## src/include/chan_io_pkg.sv

```systemverilog
// Notes on behaviour
// - power request goes low after enumeration, high again in suspend
// - with pull-down enabled, io lines pulled low while power is off
// - wake pin strobe in suspend with remote wake on requests resume
// - wake pin strobe when awake flushes receive data on next bulk in
// - flush timeout set in 1 ms steps from 1 to 255 ms
// - baud divisor has a fraction of zero to seven eighths
// - integer divisor accepts any value from 2 to 16384
// - bit-bang modes turn the eight data lines into a parallel port
// - async bit-bang sends buffered bytes one per baud timer period
// - read and write strobes are driven out on each port access
// - sync bit-bang samples pins only when a byte is written
// - external reset input drives reset output low; block itself is not reset
// - enumeration held off until clock settle check reports stable
// - mode code 0 normal, 1 async bit-bang, 4 sync bit-bang
// - baud tick is sixteen times oversampling, 14-bit plus 3 fraction
package chan_io_pkg;
  // ---------------------------------------------------------------
  // register map
  // ---------------------------------------------------------------
  localparam logic [11:0] ADDR_CTRL   = 12'h000;
  localparam logic [11:0] ADDR_BAUD   = 12'h004;
  localparam logic [11:0] ADDR_FLUSH  = 12'h008;
  localparam logic [11:0] ADDR_STATUS = 12'h00c;
  localparam logic [11:0] ADDR_TXDATA = 12'h010;
  localparam logic [11:0] ADDR_RXDATA = 12'h014;
  // ---------------------------------------------------------------
  // fields
  // ---------------------------------------------------------------
  localparam int CTRL_MODE_LSB = 0;
  localparam int CTRL_PD_BIT   = 8;
  localparam int CTRL_WAKE_BIT = 9;
  localparam int CTRL_DIR_LSB  = 16;
  localparam int BAUD_FRAC_LSB = 14;
  localparam int RX_VALID_BIT  = 8;
  localparam int ST_POWER_BIT  = 0;
  localparam int ST_SUSP_BIT   = 1;
  localparam int ST_CLKOK_BIT  = 2;
  localparam int ST_RESET_OUT_N_BIT = 3;
  localparam int ST_TXFULL_BIT = 4;
  localparam int ST_RXVAL_BIT  = 5;
  localparam int ST_PEND_BIT   = 6;
  localparam int ST_PINS_LSB   = 8;
  // ---------------------------------------------------------------
  // mode codes and reset values
  // ---------------------------------------------------------------
  localparam logic [7:0]  MODE_CODE_NORMAL = 8'h00;
  localparam logic [7:0]  MODE_CODE_ASYNC  = 8'h01;
  localparam logic [7:0]  MODE_CODE_SYNC   = 8'h04;
  localparam logic [13:0] BAUD_INT_RST     = 14'h001a;
  localparam logic [2:0]  BAUD_FRAC_RST    = 3'h0;
  localparam logic [7:0]  FLUSH_MS_RST     = 8'h10;
  localparam logic [7:0]  FLUSH_MS_MIN     = 8'h01;
  localparam logic [14:0] DIV_MIN          = 15'h0002;
  localparam logic [14:0] DIV_MAX          = 15'h4000;
  // ---------------------------------------------------------------
  // timing
  // ---------------------------------------------------------------
  localparam int CLK_PERIOD_NS = 10;
  localparam int FLUSH_STEP_NS = 1000000;
  localparam int MS_CYCLES     = FLUSH_STEP_NS / CLK_PERIOD_NS;

  typedef enum logic [1:0] {M_NORMAL, M_ASYNC, M_SYNC} mode_t;
endpackage

```

## src/design/pin_sync.sv

```systemverilog
`timescale 1ns/1ns
`default_nettype none
module pin_sync
  import chan_io_pkg::*;
#(
  parameter int         W    = 1,
  parameter logic [W-1:0] INIT = '1
) (
  // clock and reset
  input  wire logic         pclk,
  input  wire logic         presetn,
  // pin side
  input  wire logic [W-1:0] d,
  // settled level and falling edges
  output logic      [W-1:0] level,
  output logic      [W-1:0] fall
);
  logic [W-1:0] s1_ff;
  logic [W-1:0] s2_ff;
  logic [W-1:0] s3_ff;
  logic [W-1:0] stable_ff;
  logic [W-1:0] fall_ff;

  // three stages; a change counts once stages two and three agree
  always_ff @(posedge pclk or negedge presetn) begin
    if (!presetn) begin
      s1_ff     <= INIT;
      s2_ff     <= INIT;
      s3_ff     <= INIT;
      stable_ff <= INIT;
      fall_ff   <= '0;
    end else begin
      s1_ff <= d;
      s2_ff <= s1_ff;
      s3_ff <= s2_ff;
      for (int i = 0; i < W; i++) begin
        if (s2_ff[i] == s3_ff[i]) begin
          stable_ff[i] <= s3_ff[i];
        end
        fall_ff[i] <= (s2_ff[i] == s3_ff[i]) & ~s3_ff[i] & stable_ff[i];
      end
    end
  end

  assign level = stable_ff;
  assign fall  = fall_ff;
endmodule
`default_nettype wire

```

## src/design/pair_buffer.sv

```systemverilog
`timescale 1ns/1ns
`default_nettype none
module pair_buffer
  import chan_io_pkg::*;
#(
  parameter int W = 8
) (
  // clock and reset
  input  wire logic         pclk,
  input  wire logic         presetn,
  // fill side
  input  wire logic         in_valid,
  output logic              in_ready,
  input  wire logic [W-1:0] in_data,
  // drain side
  output logic              out_valid,
  input  wire logic         out_ready,
  output logic      [W-1:0] out_data
);
  logic [W-1:0] mem [2];
  logic         wptr_ff;
  logic         rptr_ff;
  logic [1:0]   cnt_ff;
  logic         push;
  logic         pop;

  assign in_ready  = (cnt_ff != 2'h2);
  assign out_valid = (cnt_ff != 2'h0);
  assign out_data  = mem[rptr_ff];
  assign push      = in_valid & in_ready;
  assign pop       = out_valid & out_ready;

  // storage has no reset; only occupied slots are ever read
  always_ff @(posedge pclk) begin
    if (push) begin
      mem[wptr_ff] <= in_data;
    end
  end

  // pointers and fill count
  always_ff @(posedge pclk or negedge presetn) begin
    if (!presetn) begin
      wptr_ff <= 1'b0;
      rptr_ff <= 1'b0;
      cnt_ff  <= 2'h0;
    end else begin
      if (push) wptr_ff <= ~wptr_ff;
      if (pop)  rptr_ff <= ~rptr_ff;
      cnt_ff <= cnt_ff + {1'b0, push} - {1'b0, pop};
    end
  end
endmodule
`default_nettype wire

```

## src/design/chan_io_ctrl.sv

```systemverilog
`timescale 1ns/1ns
`default_nettype none
module chan_io_ctrl
  import chan_io_pkg::*;
#(
  parameter int MS_LEN = MS_CYCLES
) (
  // clock and reset
  input  wire logic        pclk,
  input  wire logic        presetn,
  // apb slave
  input  wire logic [11:0] paddr,
  input  wire logic        psel,
  input  wire logic        penable,
  input  wire logic        pwrite,
  input  wire logic [31:0] pwdata,
  output logic      [31:0] prdata,
  output logic             pready,
  output logic             pslverr,
  // usb engine
  input  wire logic        usb_enumerated,
  input  wire logic        usb_suspended,
  input  wire logic        rx_buf_pending,
  output logic             usb_enum_enable,
  output logic             usb_resume_req,
  output logic             usb_flush_req,
  output logic             baud_x16_tick,
  // power, reset and wake pins
  output logic             power_on_request_n,
  output logic             io_pull_down,
  input  wire logic        send_now_wake_pin,
  input  wire logic        ext_reset_n,
  output logic             reset_out_n,
  input  wire logic        clock_settle_check,
  // parallel port
  input  wire logic [7:0]  port_in,
  output logic      [7:0]  port_out,
  output logic      [7:0]  port_oe,
  output logic             rd_strobe_n,
  output logic             wr_strobe_n
);
  localparam int MSW = $clog2(MS_LEN + 1);

  // ---------------------------------------------------------------
  // decode helpers
  // ---------------------------------------------------------------
  function automatic logic addr_ok(input logic [11:0] a);
    addr_ok = (a == ADDR_CTRL) || (a == ADDR_BAUD) ||
              (a == ADDR_FLUSH) || (a == ADDR_STATUS) ||
              (a == ADDR_TXDATA) || (a == ADDR_RXDATA);
  endfunction

  function automatic logic [7:0] mode_code(input mode_t m);
    unique case (m)
      M_ASYNC:  mode_code = MODE_CODE_ASYNC;
      M_SYNC:   mode_code = MODE_CODE_SYNC;
      M_NORMAL: mode_code = MODE_CODE_NORMAL;
      default:  mode_code = MODE_CODE_NORMAL;
    endcase
  endfunction

  // ---------------------------------------------------------------
  // pin synchronisers
  // ---------------------------------------------------------------
  logic       wake_fall;
  logic       rst_lvl;
  logic       clk_ok;
  logic [7:0] pins;

  pin_sync #(.W(1), .INIT(1'b1)) u_wake (
    .pclk    (pclk),
    .presetn (presetn),
    .d       (send_now_wake_pin),
    .level   (),
    .fall    (wake_fall)
  );
  pin_sync #(.W(1), .INIT(1'b0)) u_rst (
    .pclk    (pclk),
    .presetn (presetn),
    .d       (ext_reset_n),
    .level   (rst_lvl),
    .fall    ()
  );
  pin_sync #(.W(1), .INIT(1'b0)) u_clk (
    .pclk    (pclk),
    .presetn (presetn),
    .d       (clock_settle_check),
    .level   (clk_ok),
    .fall    ()
  );
  pin_sync #(.W(8), .INIT(8'h00)) u_port (
    .pclk    (pclk),
    .presetn (presetn),
    .d       (port_in),
    .level   (pins),
    .fall    ()
  );

  // ---------------------------------------------------------------
  // apb slave
  // ---------------------------------------------------------------
  logic        ready_ff;
  logic        err_ff;
  logic [31:0] rdata_ff;
  logic        go;
  logic        fire;
  logic        wr_ok;
  logic        tx_in_ready;
  logic        tx_out_valid;
  logic [7:0]  tx_data;
  logic        tx_pop;
  mode_t       mode_ff;
  logic        pd_en_ff;
  logic        wake_en_ff;
  logic [7:0]  dir_ff;
  logic [13:0] div_int_ff;
  logic [2:0]  div_frac_ff;
  logic [7:0]  flush_ms_ff;
  logic        pwr_n_ff;
  logic        rst_out_ff;
  logic [7:0]  rx_data_ff;
  logic        rx_valid_ff;
  logic [31:0] nxt_rdata;

  // a tx write waits while the pair buffer is full: back-pressure
  assign go = psel & penable & ~ready_ff &
              (~(pwrite & (paddr == ADDR_TXDATA)) | tx_in_ready);
  assign fire  = psel & penable & ready_ff;
  assign wr_ok = fire & pwrite & ~err_ff;

  // read mux
  always_comb begin
    nxt_rdata = 32'h0000_0000;
    unique case (paddr)
      ADDR_CTRL: begin
        nxt_rdata[CTRL_MODE_LSB +: 8] = mode_code(mode_ff);
        nxt_rdata[CTRL_PD_BIT]        = pd_en_ff;
        nxt_rdata[CTRL_WAKE_BIT]      = wake_en_ff;
        nxt_rdata[CTRL_DIR_LSB +: 8]  = dir_ff;
      end
      ADDR_BAUD: begin
        nxt_rdata[13:0]                 = div_int_ff;
        nxt_rdata[BAUD_FRAC_LSB +: 3]   = div_frac_ff;
      end
      ADDR_FLUSH: nxt_rdata[7:0] = flush_ms_ff;
      ADDR_STATUS: begin
        nxt_rdata[ST_POWER_BIT]      = ~pwr_n_ff;
        nxt_rdata[ST_SUSP_BIT]       = usb_suspended;
        nxt_rdata[ST_CLKOK_BIT]      = clk_ok;
        nxt_rdata[ST_RESET_OUT_N_BIT]     = rst_out_ff;
        nxt_rdata[ST_TXFULL_BIT]     = ~tx_in_ready;
        nxt_rdata[ST_RXVAL_BIT]      = rx_valid_ff;
        nxt_rdata[ST_PEND_BIT]       = rx_buf_pending;
        nxt_rdata[ST_PINS_LSB +: 8]  = pins;
      end
      ADDR_RXDATA: begin
        nxt_rdata[7:0]          = rx_data_ff;
        nxt_rdata[RX_VALID_BIT] = rx_valid_ff;
      end
      default: nxt_rdata = 32'h0000_0000;
    endcase
  end

  // one wait state, answer from flops
  always_ff @(posedge pclk or negedge presetn) begin
    if (!presetn) begin
      ready_ff <= 1'b0;
      err_ff   <= 1'b0;
      rdata_ff <= 32'h0000_0000;
    end else begin
      ready_ff <= go;
      err_ff   <= go & ~addr_ok(paddr);
      if (go) rdata_ff <= nxt_rdata;
    end
  end

  assign pready  = ready_ff;
  assign pslverr = err_ff;
  assign prdata  = rdata_ff;

  // control registers; unknown mode codes fall back to normal
  always_ff @(posedge pclk or negedge presetn) begin
    if (!presetn) begin
      mode_ff     <= M_NORMAL;
      pd_en_ff    <= 1'b0;
      wake_en_ff  <= 1'b0;
      dir_ff      <= 8'h00;
      div_int_ff  <= BAUD_INT_RST;
      div_frac_ff <= BAUD_FRAC_RST;
      flush_ms_ff <= FLUSH_MS_RST;
    end else if (wr_ok) begin
      if (paddr == ADDR_CTRL) begin
        unique case (pwdata[CTRL_MODE_LSB +: 8])
          MODE_CODE_ASYNC: mode_ff <= M_ASYNC;
          MODE_CODE_SYNC:  mode_ff <= M_SYNC;
          default:         mode_ff <= M_NORMAL;
        endcase
        pd_en_ff   <= pwdata[CTRL_PD_BIT];
        wake_en_ff <= pwdata[CTRL_WAKE_BIT];
        dir_ff     <= pwdata[CTRL_DIR_LSB +: 8];
      end
      if (paddr == ADDR_BAUD) begin
        div_int_ff  <= pwdata[13:0];
        div_frac_ff <= pwdata[BAUD_FRAC_LSB +: 3];
      end
      if (paddr == ADDR_FLUSH) begin
        flush_ms_ff <= pwdata[7:0];
      end
    end
  end

  // ---------------------------------------------------------------
  // power, reset and enumeration
  // ---------------------------------------------------------------
  logic enum_en_ff;

  // reset out only released with external reset high and clock settled
  always_ff @(posedge pclk or negedge presetn) begin
    if (!presetn) begin
      pwr_n_ff   <= 1'b1;
      rst_out_ff <= 1'b0;
      enum_en_ff <= 1'b0;
    end else begin
      pwr_n_ff   <= ~(usb_enumerated & ~usb_suspended);
      rst_out_ff <= rst_lvl & clk_ok;
      enum_en_ff <= clk_ok & rst_out_ff;
    end
  end

  assign power_on_request_n = pwr_n_ff;
  assign io_pull_down       = pd_en_ff & pwr_n_ff;
  assign reset_out_n        = rst_out_ff;
  assign usb_enum_enable    = enum_en_ff;

  // ---------------------------------------------------------------
  // wake, send-now and flush timeout
  // ---------------------------------------------------------------
  logic [MSW-1:0] ms_cnt_ff;
  logic [7:0]     elapsed_ff;
  logic           resume_ff;
  logic           flush_ff;
  logic           ms_tick;
  logic           expire;
  logic           flush_now;
  logic [7:0]     limit;

  // a zero setting would mean no timeout; clamp to the 1 ms floor
  assign limit = (flush_ms_ff < FLUSH_MS_MIN) ? FLUSH_MS_MIN
                                              : flush_ms_ff;
  assign ms_tick   = (ms_cnt_ff == MSW'(MS_LEN - 1));
  assign expire    = ms_tick & ((elapsed_ff + 8'h01) >= limit);
  assign flush_now = (wake_fall & ~usb_suspended) | expire;

  // ms counter only runs while receive data waits
  always_ff @(posedge pclk or negedge presetn) begin
    if (!presetn) begin
      ms_cnt_ff  <= '0;
      elapsed_ff <= 8'h00;
    end else if (~rx_buf_pending | flush_now) begin
      ms_cnt_ff  <= '0;
      elapsed_ff <= 8'h00;
    end else if (ms_tick) begin
      ms_cnt_ff  <= '0;
      elapsed_ff <= elapsed_ff + 8'h01;
    end else begin
      ms_cnt_ff  <= ms_cnt_ff + MSW'(1);
    end
  end

  // request pulses to the usb engine
  always_ff @(posedge pclk or negedge presetn) begin
    if (!presetn) begin
      resume_ff <= 1'b0;
      flush_ff  <= 1'b0;
    end else begin
      resume_ff <= wake_fall & usb_suspended & wake_en_ff;
      flush_ff  <= flush_now;
    end
  end

  assign usb_resume_req = resume_ff;
  assign usb_flush_req  = flush_ff;

  // ---------------------------------------------------------------
  // fractional baud timer
  // ---------------------------------------------------------------
  logic [14:0] cnt_ff;
  logic [2:0]  acc_ff;
  logic [14:0] div_n;
  logic [3:0]  nxt_acc;
  logic        tick;

  // field 0 means 2^14; 1 is raised to the legal minimum
  assign div_n = (div_int_ff == 14'h0000) ? DIV_MAX :
                 (div_int_ff == 14'h0001) ? DIV_MIN :
                 {1'b0, div_int_ff};
  assign nxt_acc = {1'b0, acc_ff} + {1'b0, div_frac_ff};
  assign tick    = (cnt_ff == 15'h0000);

  // fraction carry stretches a period by one cycle in eighths
  always_ff @(posedge pclk or negedge presetn) begin
    if (!presetn) begin
      cnt_ff <= 15'h0000;
      acc_ff <= 3'h0;
    end else if (tick) begin
      acc_ff <= nxt_acc[2:0];
      cnt_ff <= div_n - 15'h0001 + {14'h0000, nxt_acc[3]};
    end else begin
      cnt_ff <= cnt_ff - 15'h0001;
    end
  end

  assign baud_x16_tick = tick;

  // ---------------------------------------------------------------
  // bit-bang engine
  // ---------------------------------------------------------------
  logic [7:0] out_ff;
  logic [7:0] oe_ff;
  logic       wr_n_ff;
  logic       rd_n_ff;
  logic       sample;
  logic       rx_clr;

  pair_buffer #(.W(8)) u_txbuf (
    .pclk      (pclk),
    .presetn   (presetn),
    .in_valid  (wr_ok & (paddr == ADDR_TXDATA)),
    .in_ready  (tx_in_ready),
    .in_data   (pwdata[7:0]),
    .out_valid (tx_out_valid),
    .out_ready (tx_pop),
    .out_data  (tx_data)
  );

  // one byte per timer period, only in a bit-bang mode
  assign tx_pop = tx_out_valid & tick & (mode_ff != M_NORMAL);
  assign sample = (mode_ff == M_ASYNC) ? tick :
                  (mode_ff == M_SYNC)  ? tx_pop : 1'b0;
  // clear on the capture edge, so a sample landing later is never lost
  assign rx_clr = go & ~pwrite & (paddr == ADDR_RXDATA);

  // port drive and strobes
  always_ff @(posedge pclk or negedge presetn) begin
    if (!presetn) begin
      out_ff  <= 8'h00;
      oe_ff   <= 8'h00;
      wr_n_ff <= 1'b1;
      rd_n_ff <= 1'b1;
    end else begin
      oe_ff   <= (mode_ff == M_NORMAL) ? 8'h00 : dir_ff;
      wr_n_ff <= ~tx_pop;
      rd_n_ff <= ~sample;
      if (tx_pop) out_ff <= tx_data;
    end
  end

  // read capture; a new sample beats a clearing read
  always_ff @(posedge pclk or negedge presetn) begin
    if (!presetn) begin
      rx_data_ff  <= 8'h00;
      rx_valid_ff <= 1'b0;
    end else if (sample) begin
      rx_data_ff  <= pins;
      rx_valid_ff <= 1'b1;
    end else if (rx_clr) begin
      rx_valid_ff <= 1'b0;
    end
  end

  assign port_out    = out_ff;
  assign port_oe     = oe_ff;
  assign wr_strobe_n = wr_n_ff;
  assign rd_strobe_n = rd_n_ff;

  // ---------------------------------------------------------------
  // checks
  // ---------------------------------------------------------------
  power_off_a: assert property (@(posedge pclk) disable iff (!presetn)
    usb_suspended |=> power_on_request_n)
    else $error("power request not dropped in suspend");
  pull_low_a: assert property (@(posedge pclk) disable iff (!presetn)
    (pd_en_ff && ($past(usb_suspended) || !$past(usb_enumerated)))
      |-> io_pull_down)
    else $error("pull-down missing while power off");
  wake_req_a: assert property (@(posedge pclk) disable iff (!presetn)
    (wake_fall && usb_suspended && wake_en_ff) |=> usb_resume_req)
    else $error("wake strobe gave no resume request");
  send_now_a: assert property (@(posedge pclk) disable iff (!presetn)
    (wake_fall && !usb_suspended) |=> usb_flush_req && !usb_resume_req)
    else $error("send-now strobe gave no flush");
  baud_gap_a: assert property (@(posedge pclk) disable iff (!presetn)
    baud_x16_tick |=> !baud_x16_tick)
    else $error("baud ticks closer than two cycles");
  port_off_a: assert property (@(posedge pclk) disable iff (!presetn)
    (mode_ff == M_NORMAL) |=> (port_oe == 8'h00))
    else $error("port driven in normal mode");
  wr_strobe_a: assert property (@(posedge pclk) disable iff (!presetn)
    tx_pop |=> !wr_strobe_n && (port_out == $past(tx_data)))
    else $error("write strobe or data missing");
  sync_read_a: assert property (@(posedge pclk) disable iff (!presetn)
    ($past(mode_ff) == M_SYNC && !rd_strobe_n) |-> !wr_strobe_n)
    else $error("sync mode read without write");
  enum_gate_a: assert property (@(posedge pclk) disable iff (!presetn)
    !clk_ok |=> !usb_enum_enable)
    else $error("enumeration enabled before clock settled");
  rst_out_a: assert property (@(posedge pclk) disable iff (!presetn)
    !rst_lvl |=> !reset_out_n ##1 !usb_enum_enable)
    else $error("reset out not driven low");
endmodule
`default_nettype wire

```

## config.mk

```make
export PLATFORM = sky130hd
export DESIGN_NAME = chan_io_ctrl
export DESIGN_NICKNAME = d
export VERILOG_FILES = /design/src/include/chan_io_pkg.sv /design/src/design/pin_sync.sv /design/src/design/pair_buffer.sv /design/src/design/chan_io_ctrl.sv
export SDC_FILE = /design/constraint.sdc
export NUM_CORES = 1
export LEC_CHECK = 0
export CORE_MARGIN = 8
export CORE_UTILIZATION = 60
export DETAILED_ROUTE_END_ITERATION = 6
export DONT_BUFFER_PORTS = 1
export PLACE_DENSITY = 0.75
export SLEW_MARGIN = 20
export SYNTH_ARGS = -nofsm -noshare
export SYNTH_HDL_FRONTEND = slang
export SYNTH_SLANG_ARGS = --single-unit
export TNS_END_PERCENT = 50
```

## constraint.sdc

```tcl
create_clock -name pclk -period 3.51 [get_ports pclk]
set_input_delay 0.5265 -clock pclk [delete_from_list [all_inputs] [get_ports pclk]]
set_output_delay 0.5265 -clock pclk [all_outputs]
set_load 0.005 [all_outputs]
```

==> reports/qor.yml <==
grt_max_degree: 188
rows: 44
clock_power_share: 0.462
power_density_nw_per_um2: 475
path_max_fanout: 8
synthArstFlopShare: 0.921
cap_violations: 0
drt-vias-per-instance: 6.07
synth-seq-cells: 203
place_area_um2: 9130
synth_top_area_share: 0.489
internal-power_mw: 3.72
grt_pass1_vias: 5818
syn_avg_cell_area_um2: 12.0
synth_edf_count: 16
layout_commonest_cell: "dfrtp_1"
grt_pass1_wl_um: 31200
antenna_cells: 0
critPathSlowestCell: "dfrtp_1"
yosysTopAreaCell: "dfrtp_1"
synthTopCellsByArea: "dfrtp_1, edfxtp_1, mux2_2"
final_cell_area_um2: 9790
drive_above_1_share: 0.146
power_leakage_nw: 4.31
whs_ns: -0.268
rsz0062_at_grt: "false"
cts_tree: "built"
yosysSeqAreaShare: 0.575
maxSlewHeadroom: 0.510
coreArea_um2: 14600
status: "complete, but fails checks"
fin_setup_tns_ns: 0
final-hold-violation-count: 185
seqPwrFrac: 0.525
ir_drop_v: 0.000511
antenna_found_initial: 0
drtAntennaViolNets: 0
routed_wl_um: 19400
netSwitchingFraction: 0.199
combPwrFrac: 0.013
io_buffers: 0
ioPinCount: 122
wl_met2_um: 9310
globalplace.congestion: 0.915
failed_checks: "hold timing"
path_cells: "nand3_1, or2_2, nor2_1, xor2_1, ha_1, and3_1, a221o_1, a211oi_1, buf_4, nand2_1, o31ai_1"
die_y_um: 138
wl_met1_um: 8150
switchingPower_mw: 0.925
skew_ns: 0.0122
wl_met3_um: 1430
clk_pin_slew_ns: 0.06
drtPass1Iterations: 5
worst_pin_slew_ns: 0.732
start_util: 0.617
crit_type: "flop to flop"
required_ns: 3.90
clk-insertion-delay-late_ns: 0.49
cts.path.max_buffers: 3
layout_common_cells: "dfrtp_1, nand2_1, nor2_1"
synth_flop_cell: "dfrtp_1"
grt_overflow_total: 0
critPathLaunchType: "flop"
fmax_mhz: 333
wl_per_cell_um: 20.2
nNetsFinal: 843
dieArea_um2: 19200
num_vias: 5812
syn2layout_area_growth_pct: 8.80
setup_viol: 0
fin_util: 0.671
cts_made_buffers: 21
drv_slew: 0
timing.final.crit_share: 0.856
cp_slowest_stage_delay_ns: 0.42
hold_path_class: "input pin to async pin"
netlist_area_um2: 9000
syn_inst: 753
die_w_um: 138
critPathCaptureType: "flop"
clock-sinks: 203
drc: 0
ys_types: 71
grt_usage: 0.199
highest_layer: "met4"
cts_root_buf: "clkbuf_16"
cp.arrival_ns: 3.39
hpwlAfterDp_um: 13900
htree_num_levels: 1
drtIter0Drc: 481
period_needed_ns: 3.00
yosysWarningCount: 0
[state kept, by name (all words and copies together) (netlist names), 2 cells and up]
register        flops
port_oe             8
flush_ms_ff         8
u_port.level        8
u_port.s2_ff        8
port_out            8
u_txbuf.cnt_ff      2
u_txbuf.mem        16
div_frac_ff         3
div_int_ff         14
rx_data_ff          8
cnt_ff             15
prdata             24
dir_ff              8
mode_ff             2
elapsed_ff          8
u_port.s3_ff        8
acc_ff              3
ms_cnt_ff          17
u_port.s1_ff        8
[repair_timing]
| action | CTS | global route |
|---|---|---|
| endpoints found under the hold margin | 187 | 187 |
| resized for setup | 0 | 0 |
| setup buffers | 0 | 0 |
[worst paths after layout]
path / startpoint / end / cells past startpoint / slack [ns]
worst max-delay path: elapsed_ff[0] / elapsed_ff[3] / 11 / 0.51
worst min-delay path: presetn / cnt_ff[13] / 0 / -0.27
worst min register to register: u_port.s1_ff[0] / u_port.s2_ff[0] / 0 / 0.35
max in group asynchronous: presetn / div_int_ff[1] / 0 / 3.46
min in group pclk: send_now_wake_pin / u_wake.s1_ff / 0 / 0.04
worst max register to register: elapsed_ff[0] / elapsed_ff[3] / 11 / 0.51
[synth_stat cells, types with 3 or more instances]
master    instances
nand4_1           8
maj3_1           10
and3_1            5
buf_4            11
xor2_1           24
mux2i_1          23
clkbuf_1         11
nor3_1            8
nand3b_1          5
o31ai_1           3
buf_2             5
mux2_4           10
a21oi_1          30
a21o_1            4
a211oi_1          3
ha_1             19
o22a_1            5
nand4b_1          5
nand3_1          12
o22ai_1           4
mux2_2           36
nor2b_1          14
dfstp_2          11
or3_1             4
nor4_1           10
nor2_1           47
dfrtp_1         176
nand2_1          66
and2_1           12
or4_1             5
or2_2             5
xnor2_1          20
o21ai_0          35
inv_1            25
a22oi_1          16
nand2b_1          6
nor4_2            3
edfxtp_1         16
[critical path, delay by kind of cell, from the launching register on]
kind / cells / cell delay (ns)
XOR/XNOR: 1 / 0.18
adder cells (fa/ha/maj): 1 / 0.26
AO/OA/AOI/OAI: 3 / 0.80
flip-flops: 1 / 0.42
buffers and inverters: 1 / 0.19
AND/OR/NAND/NOR: 5 / 1.06
[cells by family (layout without fill, tap and decap cells)]
logic type	Yosys count	after routing	synth area share
AOI/OAI and AO/OA	116	116	0.0799
xor gates and xnor gates	44	44	0.0428
buffers and inverters	56	69	0.0313
and+or+nand+nor	234	234	0.144
adders and majority gates	30	30	0.0398
DFF	203	203	0.575
muxes	69	69	0.0873
other	1	8	0.000417
[final cells by class]
type | instances | area, um^2
Clock inverter | 9 | 95.1
Timing Repair Buffer | 8 | 60.1
Sequential cell | 203 | 5170
Tap cell | 184 | 230
Inverter | 25 | 93.8
Fill cell | 1053 | 4800
Multi-Input combinational cell | 501 | 3570
Clock buffer | 27 | 568
[power by group through the flow]
stage               Clock [mW]  Sequential, mW  Combinational [mW]
floorplan                    0            2.47              0.0645
global placement             0            2.48              0.0590
detailed placement           0            2.48              0.0620
CTS                       2.19            2.44              0.0624
global route              2.28            2.44              0.0691
finish                    2.15            2.44              0.0624
[per-layer routing]
| layer | track usage | vias up |
|---|---|---|
| li1 | - | 2663 |
| met1 | 0.260 | 2906 |
| met2 | 0.317 | 207 |
| met3 | 0.0531 | 36 |
| met4 | 0.0601 | 0 |
| met5 | 0 | - |
[stage by stage]
stage / power (mW) / cells / hold slack, ns / worst slack [ns]
3_5_place_dp: 2.54 / 921 / 0.238 / 0.524
4_1_cts: 4.69 / 957 / -0.277 / 0.514
6_report: 4.65 / 957 / -0.268 / 0.506
5_1_grt: 4.79 / 957 / -0.278 / 0.319
2_1_floorplan: 2.54 / 760 / 0.231 / 0.497
3_3_place_gp: 2.54 / 921 / 0.239 / 0.621
Note: power is estimated with default switching activity, not from simulation.
